[config.mk]
export PLATFORM = sky130hd
export DESIGN_NAME = dct_timer
export DESIGN_NICKNAME = d
export VERILOG_FILES = /design/src/rtl/dct_pkg.sv /design/src/rtl/dct_timer.sv
export SDC_FILE = /design/constraint.sdc
export NUM_CORES = 1
export LEC_CHECK = 0
export BUFFER_PORTS_ARGS = -buffer_cell sky130_fd_sc_hd__buf_2
export CORE_MARGIN = 2
export CORE_UTILIZATION = 40
export CTS_CLUSTER_DIAMETER = 60
export DETAILED_ROUTE_END_ITERATION = 8
export PLACE_DENSITY_LB_ADDON = 0.08
export SLEW_MARGIN = 20
export SYNTH_ARGS = -nofsm -noshare
export SYNTH_HDL_FRONTEND = slang
export SYNTH_SLANG_ARGS = --single-unit
[constraint.sdc]
create_clock -name pclk -period 4.4 [get_ports pclk]
set_clock_uncertainty 0.05 [all_clocks]
set_input_delay 0.66 -clock pclk [delete_from_list [all_inputs] [get_ports pclk]]
set_output_delay 0.66 -clock pclk [all_outputs]
set_load 0.005 [all_outputs]
[src/rtl/dct_pkg.sv]
// Constants and types for the dual channel 8-bit timer
//------------------------------------------------------------
//------------------------------------------------------------
package dct_pkg;
    localparam int DCT_TIMERS = 2;
    localparam int DCT_CHANS = 2;
    localparam int DCT_PINS = 4;
    localparam int DCT_ADDR_W = 12;

    // Register indices; byte address is four times the index
    localparam logic [7:0] DCT_IDX_T3_COUNT = 8'hca;
    localparam logic [7:0] DCT_IDX_T3_CTL = 8'hcb;
    localparam logic [7:0] DCT_IDX_T3_CH0_CTL = 8'hcc;
    localparam logic [7:0] DCT_IDX_T3_CH0_VAL = 8'hcd;
    localparam logic [7:0] DCT_IDX_T3_CH1_CTL = 8'hce;
    localparam logic [7:0] DCT_IDX_T3_CH1_VAL = 8'hcf;
    localparam logic [7:0] DCT_IDX_FLAGS = 8'hd8;
    localparam logic [7:0] DCT_IDX_T4_COUNT = 8'hea;
    localparam logic [7:0] DCT_IDX_T4_CTL = 8'heb;
    localparam logic [7:0] DCT_IDX_T4_CH0_CTL = 8'hec;
    localparam logic [7:0] DCT_IDX_T4_CH0_VAL = 8'hed;
    localparam logic [7:0] DCT_IDX_T4_CH1_CTL = 8'hee;
    localparam logic [7:0] DCT_IDX_T4_CH1_VAL = 8'hef;
    localparam logic [7:0] DCT_IDX_COUNT [DCT_TIMERS] = '{DCT_IDX_T3_COUNT, DCT_IDX_T4_COUNT};
    localparam logic [7:0] DCT_IDX_CTL [DCT_TIMERS] = '{DCT_IDX_T3_CTL, DCT_IDX_T4_CTL};
    localparam logic [7:0] DCT_IDX_CHCTL [DCT_PINS] = '{DCT_IDX_T3_CH0_CTL,
        DCT_IDX_T3_CH1_CTL, DCT_IDX_T4_CH0_CTL, DCT_IDX_T4_CH1_CTL};
    localparam logic [7:0] DCT_IDX_CHVAL [DCT_PINS] = '{DCT_IDX_T3_CH0_VAL,
        DCT_IDX_T3_CH1_VAL, DCT_IDX_T4_CH0_VAL, DCT_IDX_T4_CH1_VAL};

    // Timer control fields
    localparam int DCT_CTL_DIV_LSB = 5;
    localparam int DCT_CTL_RUN = 4;
    localparam int DCT_CTL_WRAPIM = 3;
    localparam int DCT_CTL_ZERO = 2;
    localparam int DCT_CTL_MODE_LSB = 0;
    localparam logic [7:0] DCT_CTL_RST = 8'h08;
    localparam logic [7:0] DCT_CTL_KEEP = 8'hfb;

    // Channel control fields
    localparam int DCT_CH_IM = 6;
    localparam int DCT_CH_CMP_LSB = 3;
    localparam int DCT_CH_FUNC = 2;
    localparam int DCT_CH_EDGE_LSB = 0;
    localparam logic [7:0] DCT_CHCTL_RST = 8'h40;
    localparam logic [7:0] DCT_CHCTL_KEEP = 8'h7f;

    // Shared flag register fields
    localparam int DCT_FLAG_W = 6;
    localparam int DCT_FLAG_PER_TMR = 3;
    localparam int DCT_FLG_OTHER = 6;
    localparam logic [5:0] DCT_FLAGS_RST = 6'h00;
    localparam logic DCT_OTHER_RST = 1'b1;

    typedef enum logic [1:0] {
        DCT_MODE_FREE = 2'b00,
        DCT_MODE_DOWN = 2'b01,
        DCT_MODE_MOD = 2'b10,
        DCT_MODE_UPDN = 2'b11
    } dct_mode_e;

    typedef enum logic [2:0] {
        DCT_ACT_SET = 3'b000,
        DCT_ACT_CLR = 3'b001,
        DCT_ACT_TGL = 3'b010,
        DCT_ACT_SETUP = 3'b011,
        DCT_ACT_CLRUP = 3'b100,
        DCT_ACT_SETFF = 3'b101,
        DCT_ACT_CLRZ = 3'b110,
        DCT_ACT_INIT = 3'b111
    } dct_act_e;
endpackage

[src/rtl/dct_timer.sv]
// Dual channel 8-bit timer with APB register access
`timescale 1ns/100ps
module dct_timer (
    // Clock and reset
    input wire logic pclk,
    input wire logic presetn,
    // APB slave
    input wire logic psel,
    input wire logic penable,
    input wire logic pwrite,
    input wire logic [dct_pkg::DCT_ADDR_W-1:0] paddr,
    input wire logic [31:0] pwdata,
    input wire logic [3:0] pstrb,
    output logic [31:0] prdata,
    output logic pready,
    output logic pslverr,
    // Global tick enable
    input wire logic tick_en,
    // Channel pins, timer 3 ch0, ch1, timer 4 ch0, ch1
    input wire logic [dct_pkg::DCT_PINS-1:0] chan_in,
    output logic [dct_pkg::DCT_PINS-1:0] chan_out,
    output logic [dct_pkg::DCT_PINS-1:0] chan_oe,
    // Interrupt requests and other timer mask
    output logic [dct_pkg::DCT_TIMERS-1:0] timer_irq,
    output logic other_timer_wrap_mask
);
    import dct_pkg::*;

    //--------------------------------------------------------
    // APB decode
    //--------------------------------------------------------
    logic setup, acc, addr_ok, wr_acc, rd_hit, sel_flags;
    logic [7:0] idx, rd_val;

    assign idx = paddr[9:2];
    assign addr_ok = (paddr[11:10] == 2'b00) && (paddr[1:0] == 2'b00);
    assign setup = psel && !penable;
    assign acc = psel && penable;
    assign wr_acc = acc && pwrite && pstrb[0] && addr_ok;
    assign sel_flags = wr_acc && (idx == DCT_IDX_FLAGS);
    assign pready = 1'b1;
    assign pslverr = acc && !(addr_ok && rd_hit);

    //--------------------------------------------------------
    // Shared state between timers and bus
    //--------------------------------------------------------
    logic [7:0] t_rd [DCT_TIMERS];
    logic t_hit [DCT_TIMERS];
    logic [7:0] cctl_w [DCT_PINS];
    logic [7:0] val_w [DCT_PINS];
    logic [DCT_FLAG_W-1:0] ev_vec;
    logic [DCT_FLAG_W-1:0] flags;

    //--------------------------------------------------------
    // Shared flag register
    //--------------------------------------------------------
    always_ff @(posedge pclk or negedge presetn) begin
        if (!presetn) begin
            flags <= DCT_FLAGS_RST;
        end else if (sel_flags) begin
            flags <= (flags & pwdata[DCT_FLAG_W-1:0]) | ev_vec;
        end else begin
            flags <= flags | ev_vec;
        end
    end

    always_ff @(posedge pclk or negedge presetn) begin
        if (!presetn) begin
            other_timer_wrap_mask <= DCT_OTHER_RST;
        end else if (sel_flags) begin
            other_timer_wrap_mask <= pwdata[DCT_FLG_OTHER];
        end
    end

    //--------------------------------------------------------
    // Read path
    //--------------------------------------------------------
    always_comb begin
        rd_val = 8'h00;
        rd_hit = 1'b0;
        if (idx == DCT_IDX_FLAGS) begin
            rd_hit = 1'b1;
            rd_val = {1'b0, other_timer_wrap_mask, flags};
        end else if (t_hit[0]) begin
            rd_hit = 1'b1;
            rd_val = t_rd[0];
        end else if (t_hit[1]) begin
            rd_hit = 1'b1;
            rd_val = t_rd[1];
        end
    end

    always_ff @(posedge pclk or negedge presetn) begin
        if (!presetn) begin
            prdata <= 32'h0000_0000;
        end else if (setup) begin
            prdata <= {24'h00_0000, rd_val};
        end
    end

    //--------------------------------------------------------
    // Timers
    //--------------------------------------------------------
    for (genvar t = 0; t < DCT_TIMERS; t++) begin : g_tmr
        logic [7:0] ctl;
        logic [7:0] cnt;
        logic [7:0] next_cnt;
        logic [7:0] top;
        logic [6:0] pre;
        logic [6:0] pre_mask;
        logic [2:0] div;
        logic [1:0] ch_ev;
        logic [1:0] ch_irq;
        logic run, step, stepped, up, next_up, loaded, next_loaded;
        logic wrap, wrap_ev, sel_ctl, zero_strb, updn;
        dct_mode_e mode;

        assign sel_ctl = wr_acc && (idx == DCT_IDX_CTL[t]);
        assign zero_strb = sel_ctl && pwdata[DCT_CTL_ZERO];
        assign div = ctl[DCT_CTL_DIV_LSB +: 3];
        assign run = ctl[DCT_CTL_RUN];
        assign mode = dct_mode_e'(ctl[DCT_CTL_MODE_LSB +: 2]);
        assign updn = (mode == DCT_MODE_UPDN);
        assign top = val_w[DCT_CHANS*t];

        always_ff @(posedge pclk or negedge presetn) begin
            if (!presetn) begin
                ctl <= DCT_CTL_RST;
            end else if (sel_ctl) begin
                ctl <= pwdata[7:0] & DCT_CTL_KEEP;
            end
        end

        // Prescaler
        assign pre_mask = 7'h7f >> (3'd7 - div);
        always_ff @(posedge pclk or negedge presetn) begin
            if (!presetn) begin
                pre <= 7'h00;
            end else if (zero_strb) begin
                pre <= 7'h00;
            end else if (tick_en) begin
                pre <= pre + 7'h01;
            end
        end
        assign step = tick_en && ((pre & pre_mask) == pre_mask) && run;

        // Next count
        always_comb begin
            next_cnt = cnt;
            next_up = up;
            next_loaded = loaded;
            wrap = 1'b0;
            case (mode)
                DCT_MODE_FREE: begin
                    next_cnt = cnt + 8'h01;
                    wrap = (cnt == 8'hfe);
                end
                DCT_MODE_DOWN: begin
                    if (!loaded) begin
                        next_cnt = top;
                        next_loaded = 1'b1;
                        wrap = (top == 8'h00);
                    end else if (cnt != 8'h00) begin
                        next_cnt = cnt - 8'h01;
                        wrap = (cnt == 8'h01);
                    end
                end
                DCT_MODE_MOD: begin
                    next_cnt = (cnt == top) ? 8'h00 : cnt + 8'h01;
                    wrap = (cnt == 8'hfe) && (cnt != top);
                end
                DCT_MODE_UPDN: begin
                    if (up) begin
                        if (cnt >= top && cnt != 8'h00) begin
                            next_cnt = cnt - 8'h01;
                            next_up = 1'b0;
                            wrap = (cnt == 8'h01);
                        end else if (cnt < top) begin
                            next_cnt = cnt + 8'h01;
                        end
                    end else if (cnt != 8'h00) begin
                        next_cnt = cnt - 8'h01;
                        wrap = (cnt == 8'h01);
                    end
                    if (wrap || cnt == 8'h00) begin
                        next_up = 1'b1;
                    end
                end
                default: begin
                    next_cnt = cnt;
                end
            endcase
        end

        always_ff @(posedge pclk or negedge presetn) begin
            if (!presetn) begin
                cnt <= 8'h00;
                up <= 1'b1;
                loaded <= 1'b0;
            end else if (zero_strb) begin
                cnt <= 8'h00;
                up <= 1'b1;
                loaded <= 1'b0;
            end else if (!run) begin
                loaded <= 1'b0;
            end else if (step) begin
                cnt <= next_cnt;
                up <= next_up;
                loaded <= next_loaded;
            end
        end

        always_ff @(posedge pclk or negedge presetn) begin
            if (!presetn) begin
                stepped <= 1'b0;
            end else begin
                stepped <= step && !zero_strb;
            end
        end

        assign wrap_ev = step && wrap && !zero_strb;
        assign ev_vec[DCT_FLAG_PER_TMR*t +: 3] = {ch_ev, wrap_ev};
        assign timer_irq[t] = (wrap_ev && ctl[DCT_CTL_WRAPIM]) || (|ch_irq);

        // Register read for this timer
        always_comb begin
            t_hit[t] = 1'b1;
            if (idx == DCT_IDX_COUNT[t]) begin
                t_rd[t] = cnt;
            end else if (idx == DCT_IDX_CTL[t]) begin
                t_rd[t] = ctl;
            end else if (idx == DCT_IDX_CHCTL[DCT_CHANS*t]) begin
                t_rd[t] = cctl_w[DCT_CHANS*t];
            end else if (idx == DCT_IDX_CHVAL[DCT_CHANS*t]) begin
                t_rd[t] = val_w[DCT_CHANS*t];
            end else if (idx == DCT_IDX_CHCTL[DCT_CHANS*t+1]) begin
                t_rd[t] = cctl_w[DCT_CHANS*t+1];
            end else if (idx == DCT_IDX_CHVAL[DCT_CHANS*t+1]) begin
                t_rd[t] = val_w[DCT_CHANS*t+1];
            end else begin
                t_rd[t] = 8'h00;
                t_hit[t] = 1'b0;
            end
        end

        //----------------------------------------------------
        // Channels
        //----------------------------------------------------
        for (genvar c = 0; c < DCT_CHANS; c++) begin : g_ch
            localparam int N = DCT_CHANS*t + c;
            logic [7:0] cctl;
            logic [7:0] val;
            logic [7:0] pend_val;
            logic [2:0] act;
            logic [1:0] edge_sel;
            logic pend;
            logic sync1;
            logic sync2;
            logic sync3;
            logic lvl;
            logic lvl_q;
            logic cap_ev;
            logic match;
            logic zhit;
            logic fhit;
            logic out;
            logic next_out;
            logic init_v;
            logic init_req;
            logic cmp_md;
            logic sel_cctl;
            logic sel_val;

            assign sel_cctl = wr_acc && (idx == DCT_IDX_CHCTL[N]);
            assign sel_val = wr_acc && (idx == DCT_IDX_CHVAL[N]);
            assign act = cctl[DCT_CH_CMP_LSB +: 3];
            assign edge_sel = cctl[DCT_CH_EDGE_LSB +: 2];
            assign cmp_md = cctl[DCT_CH_FUNC];
            assign init_req = sel_cctl && (pwdata[DCT_CH_CMP_LSB +: 3] == DCT_ACT_INIT);
            assign init_v = (act == DCT_ACT_CLR) || (act == DCT_ACT_CLRUP) ||
                (act == DCT_ACT_CLRZ);

            always_ff @(posedge pclk or negedge presetn) begin
                if (!presetn) begin
                    cctl <= DCT_CHCTL_RST;
                end else if (sel_cctl) begin
                    cctl <= pwdata[7:0] & DCT_CHCTL_KEEP;
                    if (init_req) begin
                        cctl[DCT_CH_CMP_LSB +: 3] <= act;
                    end
                end
            end

            // Pin synchroniser and filter
            always_ff @(posedge pclk or negedge presetn) begin
                if (!presetn) begin
                    sync1 <= 1'b0;
                    sync2 <= 1'b0;
                    sync3 <= 1'b0;
                    lvl <= 1'b0;
                    lvl_q <= 1'b0;
                end else begin
                    sync1 <= chan_in[N];
                    sync2 <= sync1;
                    sync3 <= sync2;
                    if (sync2 == sync3) begin
                        lvl <= sync3;
                    end
                    lvl_q <= lvl;
                end
            end

            assign cap_ev = !cmp_md && run && ((edge_sel[0] && lvl && !lvl_q) ||
                (edge_sel[1] && !lvl && lvl_q));
            assign match = cmp_md && stepped && (cnt == val);
            assign zhit = cmp_md && stepped && (cnt == 8'h00);
            assign fhit = cmp_md && stepped && (cnt == 8'hff);
            assign ch_ev[c] = cap_ev || match;
            assign ch_irq[c] = ch_ev[c] && cctl[DCT_CH_IM];

            // Capture/compare value
            always_ff @(posedge pclk or negedge presetn) begin
                if (!presetn) begin
                    val <= 8'h00;
                    pend <= 1'b0;
                    pend_val <= 8'h00;
                end else begin
                    if (sel_val && cmp_md) begin
                        pend <= 1'b1;
                        pend_val <= pwdata[7:0];
                    end else if (pend && cnt == 8'h00) begin
                        pend <= 1'b0;
                        val <= pend_val;
                    end
                    if (sel_val && !cmp_md) begin
                        val <= pwdata[7:0];
                    end
                    if (cap_ev) begin
                        val <= cnt;
                    end
                end
            end

            // Compare output action
            always_comb begin
                next_out = out;
                case (dct_act_e'(act))
                    DCT_ACT_SET: if (match) next_out = 1'b1;
                    DCT_ACT_CLR: if (match) next_out = 1'b0;
                    DCT_ACT_TGL: if (match) next_out = !out;
                    DCT_ACT_SETUP: begin
                        if (updn) begin
                            if (match) next_out = up;
                        end else begin
                            if (zhit) next_out = 1'b0;
                            if (match) next_out = 1'b1;
                        end
                    end
                    DCT_ACT_CLRUP: begin
                        if (updn) begin
                            if (match) next_out = !up;
                        end else begin
                            if (zhit) next_out = 1'b1;
                            if (match) next_out = 1'b0;
                        end
                    end
                    DCT_ACT_SETFF: begin
                        if (fhit) next_out = 1'b0;
                        if (match) next_out = 1'b1;
                    end
                    DCT_ACT_CLRZ: begin
                        if (zhit) next_out = 1'b1;
                        if (match) next_out = 1'b0;
                    end
                    default: next_out = out;
                endcase
            end

            always_ff @(posedge pclk or negedge presetn) begin
                if (!presetn) begin
                    out <= 1'b0;
                end else if (zero_strb || init_req) begin
                    out <= init_v;
                end else if (cmp_md) begin
                    out <= next_out;
                end
            end

            assign chan_out[N] = out;
            assign chan_oe[N] = cmp_md;
            assign cctl_w[N] = cctl;
            assign val_w[N] = val;
        end
    end

endmodule

==> flow_summary.yaml, run 1 <==
run_status:
  status: "finished clean"
routing:
  wl_met1_um: 19460
  top_layer: "met5"
  ant_nets: 0
  drt-total-wl_um: 40340
  viasPerCell: 5.963
  wl_met2_um: 17130
  wl_met3_um: 3139
  vias: 10450
  drc: 0
  wl_per_cell_um: 23.01
  drtPass1Iterations: 6
  dr.first_iter.drc_count: 1187
sta:
  fin_tns_setup_ns: 0
  tightest_slew_ns: 0.9386
  min_period_ns: 3.881
  maxSlewViolCount: 0
  rsz0062_at_grt: "false"
  period_share: 0.8820
  final_hold_viol_count: 0
  finalSetupViolCount: 0
  relSlewSlack: 0.3581
  fmax_ghz: 0.2577
critical_path:
  slowest_delay_ns: 0.67
  ff2ff_setup_slack_ns: 1.15
  worstReg2RegStart: "g_tmr[1].g_ch[0].val[5]"
  critPathCaptureType: "output pin"
  path_cells: "inv_1, ha_1, nor4_1, nand2_1, a311oi_1, a311oi_1, nor2_1, a221o_1, buf_2"
  crit_fanout: 8
  crit_type: "reg2out"
  critPathSlowestCell: "nor4_1"
  crit_path_frequent_cell: "a311oi_1"
  cp.required_ns: 3.69
  startpoint_type: "register"
  rr_worst_depth: 9
  worstPathArrival_ns: 3.17
  regToRegEndpoint: "g_tmr[1].cnt[6]"
logic_synthesis:
  synth_edf_count: 0
  syn_area_mm2: 0.01206
  synth_top_area_share: 0.3653
  ys_seq_area_frac: 0.3849
  synthFlopType: "dfrtp_1"
  yosys-top-cells-count: "176 x dfrtp_1, 136 x nand2_1, 113 x nor2_1, 76 x o21ai_0, 74 x a21oi_1"
  yosys_warnings: 0
  yosys.area.top_type: "dfrtp_1"
  syn_avg_cell_area_um2: 9.039
  syn_inst: 1334
  netlist_top_cells_area: "dfrtp_1 37%, mux2_2 5.4%, nand2_1 4.2%, mux2i_1 3.7%, nor2_1 3.5%"
  synth-async-reset-ratio: 1.000
  synth.most_common_cell: "dfrtp_1"
  synth_seq_cells: 185
  yosysUniqueCellTypes: 81
die:
  die-area_mm2: 0.03155
  die_h_um: 177.6
  rows: 63
  fp.coreArea_mm2: 0.02964
  die_w_um: 177.6
  start_util: 0.4068
  ios: 103
power:
  ir_drop_mv: 0.2658
  switchingPower_mw: 1.897
  pwr-share-comb: 0.278
  clkPwrFrac: 0.309
  p_seq_frac: 0.412
  sw_frac_of_total: 0.3763
  p_leak_nw: 5.854
  intPower_mw: 3.145
  power_density_mw_per_mm2: 381.8
grt:
  grt_pass1_vias: 9724
  grt_util_all_layers: 0.2627
  antenna_found_initial: 2
  grt_pass1_wl_um: 61790
  grt_max_degree: 109
  grt-ovfl-total: 0
layout:
  area_growth_pct: 9.516
  stdcell_count: 1753
  nNetsFinal: 1436
  antenna_cells: 0
  drive_gt1_frac: 0.1570
placed_design:
  io_buffers: 50
  dpl.hpwl_um: 29080
  placed_cells: 1721
  place_congestion: 0.8931
clock_network:
  cts_tree: "yes"
  numCtsBuffers: 17
  post_cts_resized: 0
  path_clk_slew_ns: 0.07
  clkSinkCount: 185
  root_buffer: "clkbuf_16"
  postCtsHoldBufs: 0
  cts_setup_buffers: 0
  cts.htree.levels: 4
  clk_latency_ns: 0.46
  clockBufferDepth: 2
job:
  timing.max_cap.violations: 0
min_path:
  min_path_type: "in2async"
-- stage by stage --
stage	instance area, µm²	worst slack (ns)	utilization	power (mW)	hold WS (ns)
after global routing	13210	0.3572	0.4455	5.313	0.2306
after CTS	13210	0.5714	0.4455	5.066	0.2301
after floorplan	12140	1.283	-	2.996	0.2812
after detailed placement	12620	0.7877	0.4258	3.495	0.2872
final	13210	0.5192	0.4455	5.042	0.2494
after global placement	12620	0.8223	0.4258	3.492	0.2811
-- power by group through the flow --
stage                     clock (mW)  sequential (mW)  combinational, mW
after floorplan                    0             2.02              0.980
after global placement             0             2.11               1.38
after detailed placement           0             2.10               1.39
after CTS                       1.60             2.08               1.39
after global routing            1.66             2.11               1.55
final                           1.56             2.08               1.40
-- worst max-delay path: cells and delay by family, from the launching register on --
family / cells / cell delay [ns]
simple gates: 3 / 0.93
compound gates: 3 / 0.62
flops: 1 / 0.61
buf+inv: 2 / 0.30
fa+ha+maj: 1 / 0.26
-- area by class of cell --
class	instances	area [µm²]
flip-flops and latches	185	4641
well taps	390	488.0
clock buffers	17	425.4
clock inverters	15	160.2
repair buffers	90	559.3
multi-input cells	1017	6785
fillers	2969	16430
inverters	39	146.4
-- metal layers --
metal | vias to the layer above | GRT usage
met5 | - | 0
met4 | 2 | 0.06216
met3 | 46 | 0.05398
met2 | 408 | 0.3795
met1 | 5133 | 0.3989
li1 | 4865 | -
-- layout by cell type (no fill, tap or decap), types with 40 or more instances in the layout --
| cell | count |
|---|---|
| dfrtp_1 | 176 |
| nand2_1 | 136 |
| o21ai_0 | 76 |
| a21oi_1 | 74 |
| mux2i_1 | 45 |
| nand3_1 | 41 |
| mux2_2 | 58 |
| nor2_1 | 113 |
| buf_4 | 40 |
| buf_2 | 49 |
-- logic make-up (layout without fill, tap and decap cells) --
group | count (synthesis) | after routing | synth area share
AND/OR/NAND/NOR | 445 | 445 | 0.1818
AO/OA/AOI/OAI | 348 | 348 | 0.1915
flip-flops | 185 | 185 | 0.3849
buffers and inverters | 155 | 161 | 0.05956
multiplexers | 126 | 126 | 0.1195
XOR/XNOR | 41 | 41 | 0.02978
adder cells (fa/ha/maj) | 32 | 32 | 0.03238
other | 2 | 25 | 0.0006228
-- sequential cells by signal, indices dropped and copies added (netlist names) --
signal and flops:
g_tmr.loaded 2, g_tmr.g_ch.lvl 4, g_tmr.g_ch.out 4, g_tmr.g_ch.pend_val 32, g_tmr.cnt 16, g_tmr.g_ch.lvl_q 4, flags 6, g_tmr.up 2
g_tmr.pre 14, g_tmr.g_ch.pend 4, g_tmr.ctl 14, other_timer_wrap_mask 1, g_tmr.stepped 2, prdata 8, g_tmr.g_ch.sync1 4, g_tmr.g_ch.cctl 28
g_tmr.g_ch.val 32, g_tmr.g_ch.sync3 4, g_tmr.g_ch.sync2 4
-- worst max path at each step --
stage | from | to | slack, ns | depth (start not counted)
after floorplan | g_tmr[1].cnt[0] | timer_irq[1] | 1.28 | 10
after global placement | paddr[5] | timer_irq[1] | 0.82 | 8
after detailed placement | paddr[5] | timer_irq[1] | 0.79 | 8
after CTS | g_tmr[0].cnt[5] | timer_irq[0] | 0.57 | 8
after global routing | g_tmr[0].cnt[1] | timer_irq[0] | 0.36 | 9
final | g_tmr[0].cnt[1] | timer_irq[0] | 0.52 | 9
No activity file was read; power rests on OpenSTA's default activity.
==> inputs of run 2 (changes only) <==
Clock period 4.4 ns to 4.3 ns, I/O delays scaled along.
==> flow_summary.yaml, run 2 (synthesis results as in run 1) <==
run_status:
  status: "finished clean"
die:
  ios: 103
  start_util: 0.4068
  die_w_um: 177.6
  die_h_um: 177.6
  rows: 63
  die-area_mm2: 0.03155
  fp.coreArea_mm2: 0.02964
power:
  pwr-share-comb: 0.277
  totalPowerFinal_mw: 5.231
  switchingPower_mw: 1.946
  p_leak_nw: 5.899
  sw_frac_of_total: 0.3721
  clkPwrFrac: 0.317
  ir_drop_mv: 0.2698
  p_seq_frac: 0.406
  power_density_mw_per_mm2: 393.5
  intPower_mw: 3.285
clock_network:
  path_clk_slew_ns: 0.08
  postCtsHoldBufs: 0
  clkSinkCount: 185
  clk_latency_ns: 0.45
  cts_tree: "yes"
  root_buffer: "clkbuf_16"
  clockBufferDepth: 2
  cts.htree.levels: 4
  numCtsBuffers: 17
routing:
  drtPass1Iterations: 5
  vias: 10540
  ant_nets: 0
  wl_per_cell_um: 23.03
  viasPerCell: 5.981
  drt-total-wl_um: 40580
  drc: 0
  dr.first_iter.drc_count: 1057
placed_design:
  dp_worst_setup_slack_ns: 0.6915
  dpl.hpwl_um: 29630
  io_buffers: 50
  place_congestion: 0.9340
layout:
  nNetsFinal: 1442
  layout_commonest_cell: "dfrtp_1"
  final_cell_mix: "176 x dfrtp_1, 136 x nand2_1, 113 x nor2_1, 76 x o21ai_0, 74 x a21oi_1"
  area_growth_pct: 10.24
  reg_top3: "g_tmr.g_ch.pend_val x32, g_tmr.g_ch.val x32, g_tmr.g_ch.cctl x28"
  drive_gt1_frac: 0.1614
grt:
  grt-ovfl-total: 0
  grt_max_degree: 108
  antenna_found_initial: 5
  grt_util_all_layers: 0.2630
  grt_pass1_wl_um: 61870
  grt_pass1_vias: 9863
critical_path:
  crit_type: "reg2out"
  slowest_delay_ns: 0.68
  critPathCaptureType: "output pin"
  startpoint_type: "register"
  path_cells: "inv_1, ha_1, nor4_1, nand2_1, a311oi_1, a311oi_1, nor2_1, a221o_1, buf_2"
  crit_fanout: 8
  critPathSlowestCell: "nor4_1"
  cp.required_ns: 3.61
  worstReg2RegStart: "g_tmr[0].cnt[1]"
  worstPathArrival_ns: 3.20
  crit_path_frequent_cell: "a311oi_1"
  startpoint: "g_tmr[0].cnt[1]"
sta:
  tightest_slew_ns: 0.9298
  relSlewSlack: 0.3802
  finalWorstSetupSlack_ns: 0.4011
  hold_slack_ns: 0.2362
  min_period_ns: 3.899
  fmax_ghz: 0.2565
  fin_tns_setup_ns: 0
  rsz0062_at_grt: "false"
  maxSlewViolCount: 0
  finalSetupViolCount: 0
  final_hold_viol_count: 0
  period_share: 0.9067
job:
  timing.max_cap.violations: 0
min_path:
  min_path_type: "in2async"
## run 2: changes by cell type in the layout (fill, tap and decap cells not counted), sizes merged
cell / previous run / this run
buf: 89 / 95
diode: 0 / 3
bufinv: 0 / 1
clkinv: 7 / 6
clkinvlp: 1 / 0
inv: 46 / 47
## run 2: critical path: cells and delay by family, from the launching register on
kind / cells / cell delay (ns)
AND/OR/NAND/NOR: 3 / 0.93
AO/OA/AOI/OAI: 3 / 0.66
flip-flops: 1 / 0.61
buffers and inverters: 2 / 0.30
adder cells (fa/ha/maj): 1 / 0.26
## run 2: path summary, 6_finish.rpt
check                                           end  slack [ns]  depth (start not counted)
setup / recovery                       timer_irq[0]        0.40                          9
max in group asynchronous           g_tmr[0].ctl[3]        2.99                          2
min in group pclk            g_tmr[1].g_ch[1].sync1        0.24                          1
hold reg to reg              g_tmr[0].g_ch[0].sync2        0.30                          0
hold / removal             g_tmr[1].g_ch[0].cctl[4]        0.24                          1
setup reg to reg                    g_tmr[0].cnt[6]        1.10                          7
## run 2: final cells by class
| cell class | instances | area (µm²) |
|---|---|---|
| tap | 390 | 488.0 |
| multi-input combinational | 1017 | 6790 |
| clock buffer | 17 | 425.4 |
| antenna | 3 | 7.507 |
| sequential | 185 | 4641 |
| clock inverter | 15 | 190.2 |
| timing repair buffer | 96 | 604.3 |
| inverter | 39 | 146.4 |
| fill | 2891 | 16350 |
## run 2: layer usage
metal	part of all wire	vias to the layer above	global-route usage
met4	0.018	2	0.06694
met1	0.48	5182	0.3951
met5	0.00032	-	0
met3	0.084	48	0.06127
li1	-	4880	-
met2	0.42	427	0.3774
## run 2: repair_timing
action,4_1_cts,5_1_grt
hold endpoints to repair,0,0
buffers inserted,0,0
setup endpoints to repair,0,1
resized for setup,0,1
## run 2: power by group through the flow
stage / combinational (mW) / clock (mW) / sequential, mW
finish: 1.45 / 1.66 / 2.12
detailed placement: 1.43 / 0 / 2.15
CTS: 1.44 / 1.69 / 2.12
global route: 1.60 / 1.76 / 2.15
global placement: 1.42 / 0 / 2.15
floorplan: 1.00 / 0 / 2.06
## run 2: stage by stage
step,cells,utilization,cell area [µm²]
after floorplan,1357,-,12140
after global placement,1727,0.4273,12660
after detailed placement,1727,0.4273,12660
after CTS,1759,0.4481,13280
after global routing,1760,0.4483,13290
final,1762,0.4485,13290
==> inputs of run 3 (changes only) <==
Settings changed: BUFFER_PORTS_ARGS -buffer_cell sky130_fd_sc_hd__buf_2 to -buffer_cell sky130_fd_sc_hd__buf_4, RECOVER_POWER set to 50.
==> flow_summary.yaml, run 3 (synthesis results as in run 1) <==
critical_path:
  path_cells: "ha_1, o211ai_1, o21a_1, a211oi_1, o21ai_0, a22oi_1, o21ai_0, o21ai_0, buf_4"
  critPathCaptureType: "output pin"
  regToRegEndpoint: "g_tmr[1].cnt[1]"
  ff2ff_setup_slack_ns: 1.05
  worstPathArrival_ns: 3.17
  worstReg2RegStart: "g_tmr[1].cnt[1]"
  crit_fanout: 10
  startpoint: "g_tmr[1].cnt[1]"
  critPathSlowestCell: "dfrtp_1"
  startpoint_type: "register"
  critPathBufInv: 1
  crit_path_frequent_cell: "o21ai_0"
  cp_top_family: "compound AO/OA/AOI/OAI gates"
  cp.required_ns: 3.61
  crit_type: "reg2out"
  slowest_delay_ns: 0.54
  rr_worst_depth: 9
layout:
  layout_commonest_cell: "dfrtp_1"
  reg_top3: "g_tmr.g_ch.pend_val x32, g_tmr.g_ch.val x32, g_tmr.g_ch.cctl x28"
  postLayoutCoreUtil: 0.4477
  area_growth_pct: 10.05
  final_cell_mix: "176 x dfrtp_1, 136 x nand2_1, 113 x nor2_1, 76 x o21ai_0, 75 x buf_4"
  design_area_mm2: 0.01327
  antenna_cells: 0
  nNetsFinal: 1429
  drive_gt1_frac: 0.1519
sta:
  fin_tns_setup_ns: 0
  final_hold_viol_count: 0
  tightest_slew_ns: 2.858
  finalSetupViolCount: 0
  relSlewSlack: -0.9056
  fmax_ghz: 0.2585
  maxSlewViolCount: 111
  period_share: 0.8996
  hold_slack_ns: 0.2628
  rsz0062_at_grt: "false"
  min_period_ns: 3.868
die:
  die_h_um: 177.6
  ios: 103
  die-area_mm2: 0.03155
  die_w_um: 177.6
  start_util: 0.4068
  rows: 63
  fp.coreArea_mm2: 0.02964
clock_network:
  clockBufferDepth: 2
  post_cts_resized: 0
  clk_latency_ns: 0.46
  clkSinkCount: 185
  cts_setup_buffers: 0
  path_clk_slew_ns: 0.07
  cts_tree: "yes"
  root_buffer: "clkbuf_16"
  postCtsHoldBufs: 0
  numCtsBuffers: 17
  cts.htree.levels: 4
placed_design:
  place_congestion: 0.9320
  io_buffers: 50
  dpl.hpwl_um: 29100
  place_area_mm2: 0.01269
routing:
  drc: 0
  ant_nets: 0
  vias: 10540
  drt-total-wl_um: 40250
  viasPerCell: 6.037
  drtPass1Iterations: 6
  dr.first_iter.drc_count: 1089
  wl_per_cell_um: 23.05
run_status:
  status: "complete, but fails checks"
  violations: "capacitance limit, slew limit"
grt:
  grt_max_degree: 111
  grt_pass1_wl_um: 62570
  grt_util_all_layers: 0.2641
  grt-ovfl-total: 0
  antenna_found_initial: 1
  grt_pass1_vias: 10110
power:
  power_density_mw_per_mm2: 392.2
  p_leak_nw: 5.838
  ir_drop_mv: 0.2563
min_path:
  hold_end: "g_tmr[0].g_ch[1].sync1"
  min_path_type: "in2reg"
  min_from: "chan_in[1]"
  whs_path_depth: 1
job:
  timing.max_cap.violations: 1
==> run 3: routing by layer <==
metal  up-vias  track usage  part of all wire
li1       4839            -                 -
met1      5207       0.3987              0.48
met2       450       0.3850              0.43
met3        42      0.04949             0.074
met4         2      0.06865             0.016
met5         -            0           0.00032
==> run 3: report_power, final <==
part	total (mW)	internal, mW	switching [mW]
registers	2.14	1.90	0.240
logic	1.43	0.545	0.887
clock network	1.63	0.840	0.794
==> run 3: through the flow <==
stage / power (mW) / cells / setup slack, ns
global route: 5.483 / 1746 / 0.2671
global placement: 3.566 / 1714 / 0.7737
CTS: 5.221 / 1746 / 0.4508
detailed placement: 3.579 / 1714 / 0.7743
finish: 5.204 / 1746 / 0.4318
floorplan: 3.066 / 1357 / 1.198
==> run 3: worst max path at each step <==
stage | endpoint | slack [ns] | cells past startpoint
detailed placement | timer_irq[1] | 0.77 | 8
floorplan | timer_irq[1] | 1.20 | 10
global route | g_tmr[1].g_ch[0].val[1] | 0.27 | 2
CTS | timer_irq[1] | 0.45 | 9
finish | timer_irq[1] | 0.43 | 9
global placement | timer_irq[1] | 0.77 | 8
==> run 3: cell type report <==
cell class              instances  area, µm²
fillers                      2919      16370
flip-flops and latches        185       4641
well taps                     390      488.0
multi-input cells            1017       6785
clock inverters                14      158.9
repair buffers                 83      611.8
clock buffers                  18      439.2
inverters                      39      146.4
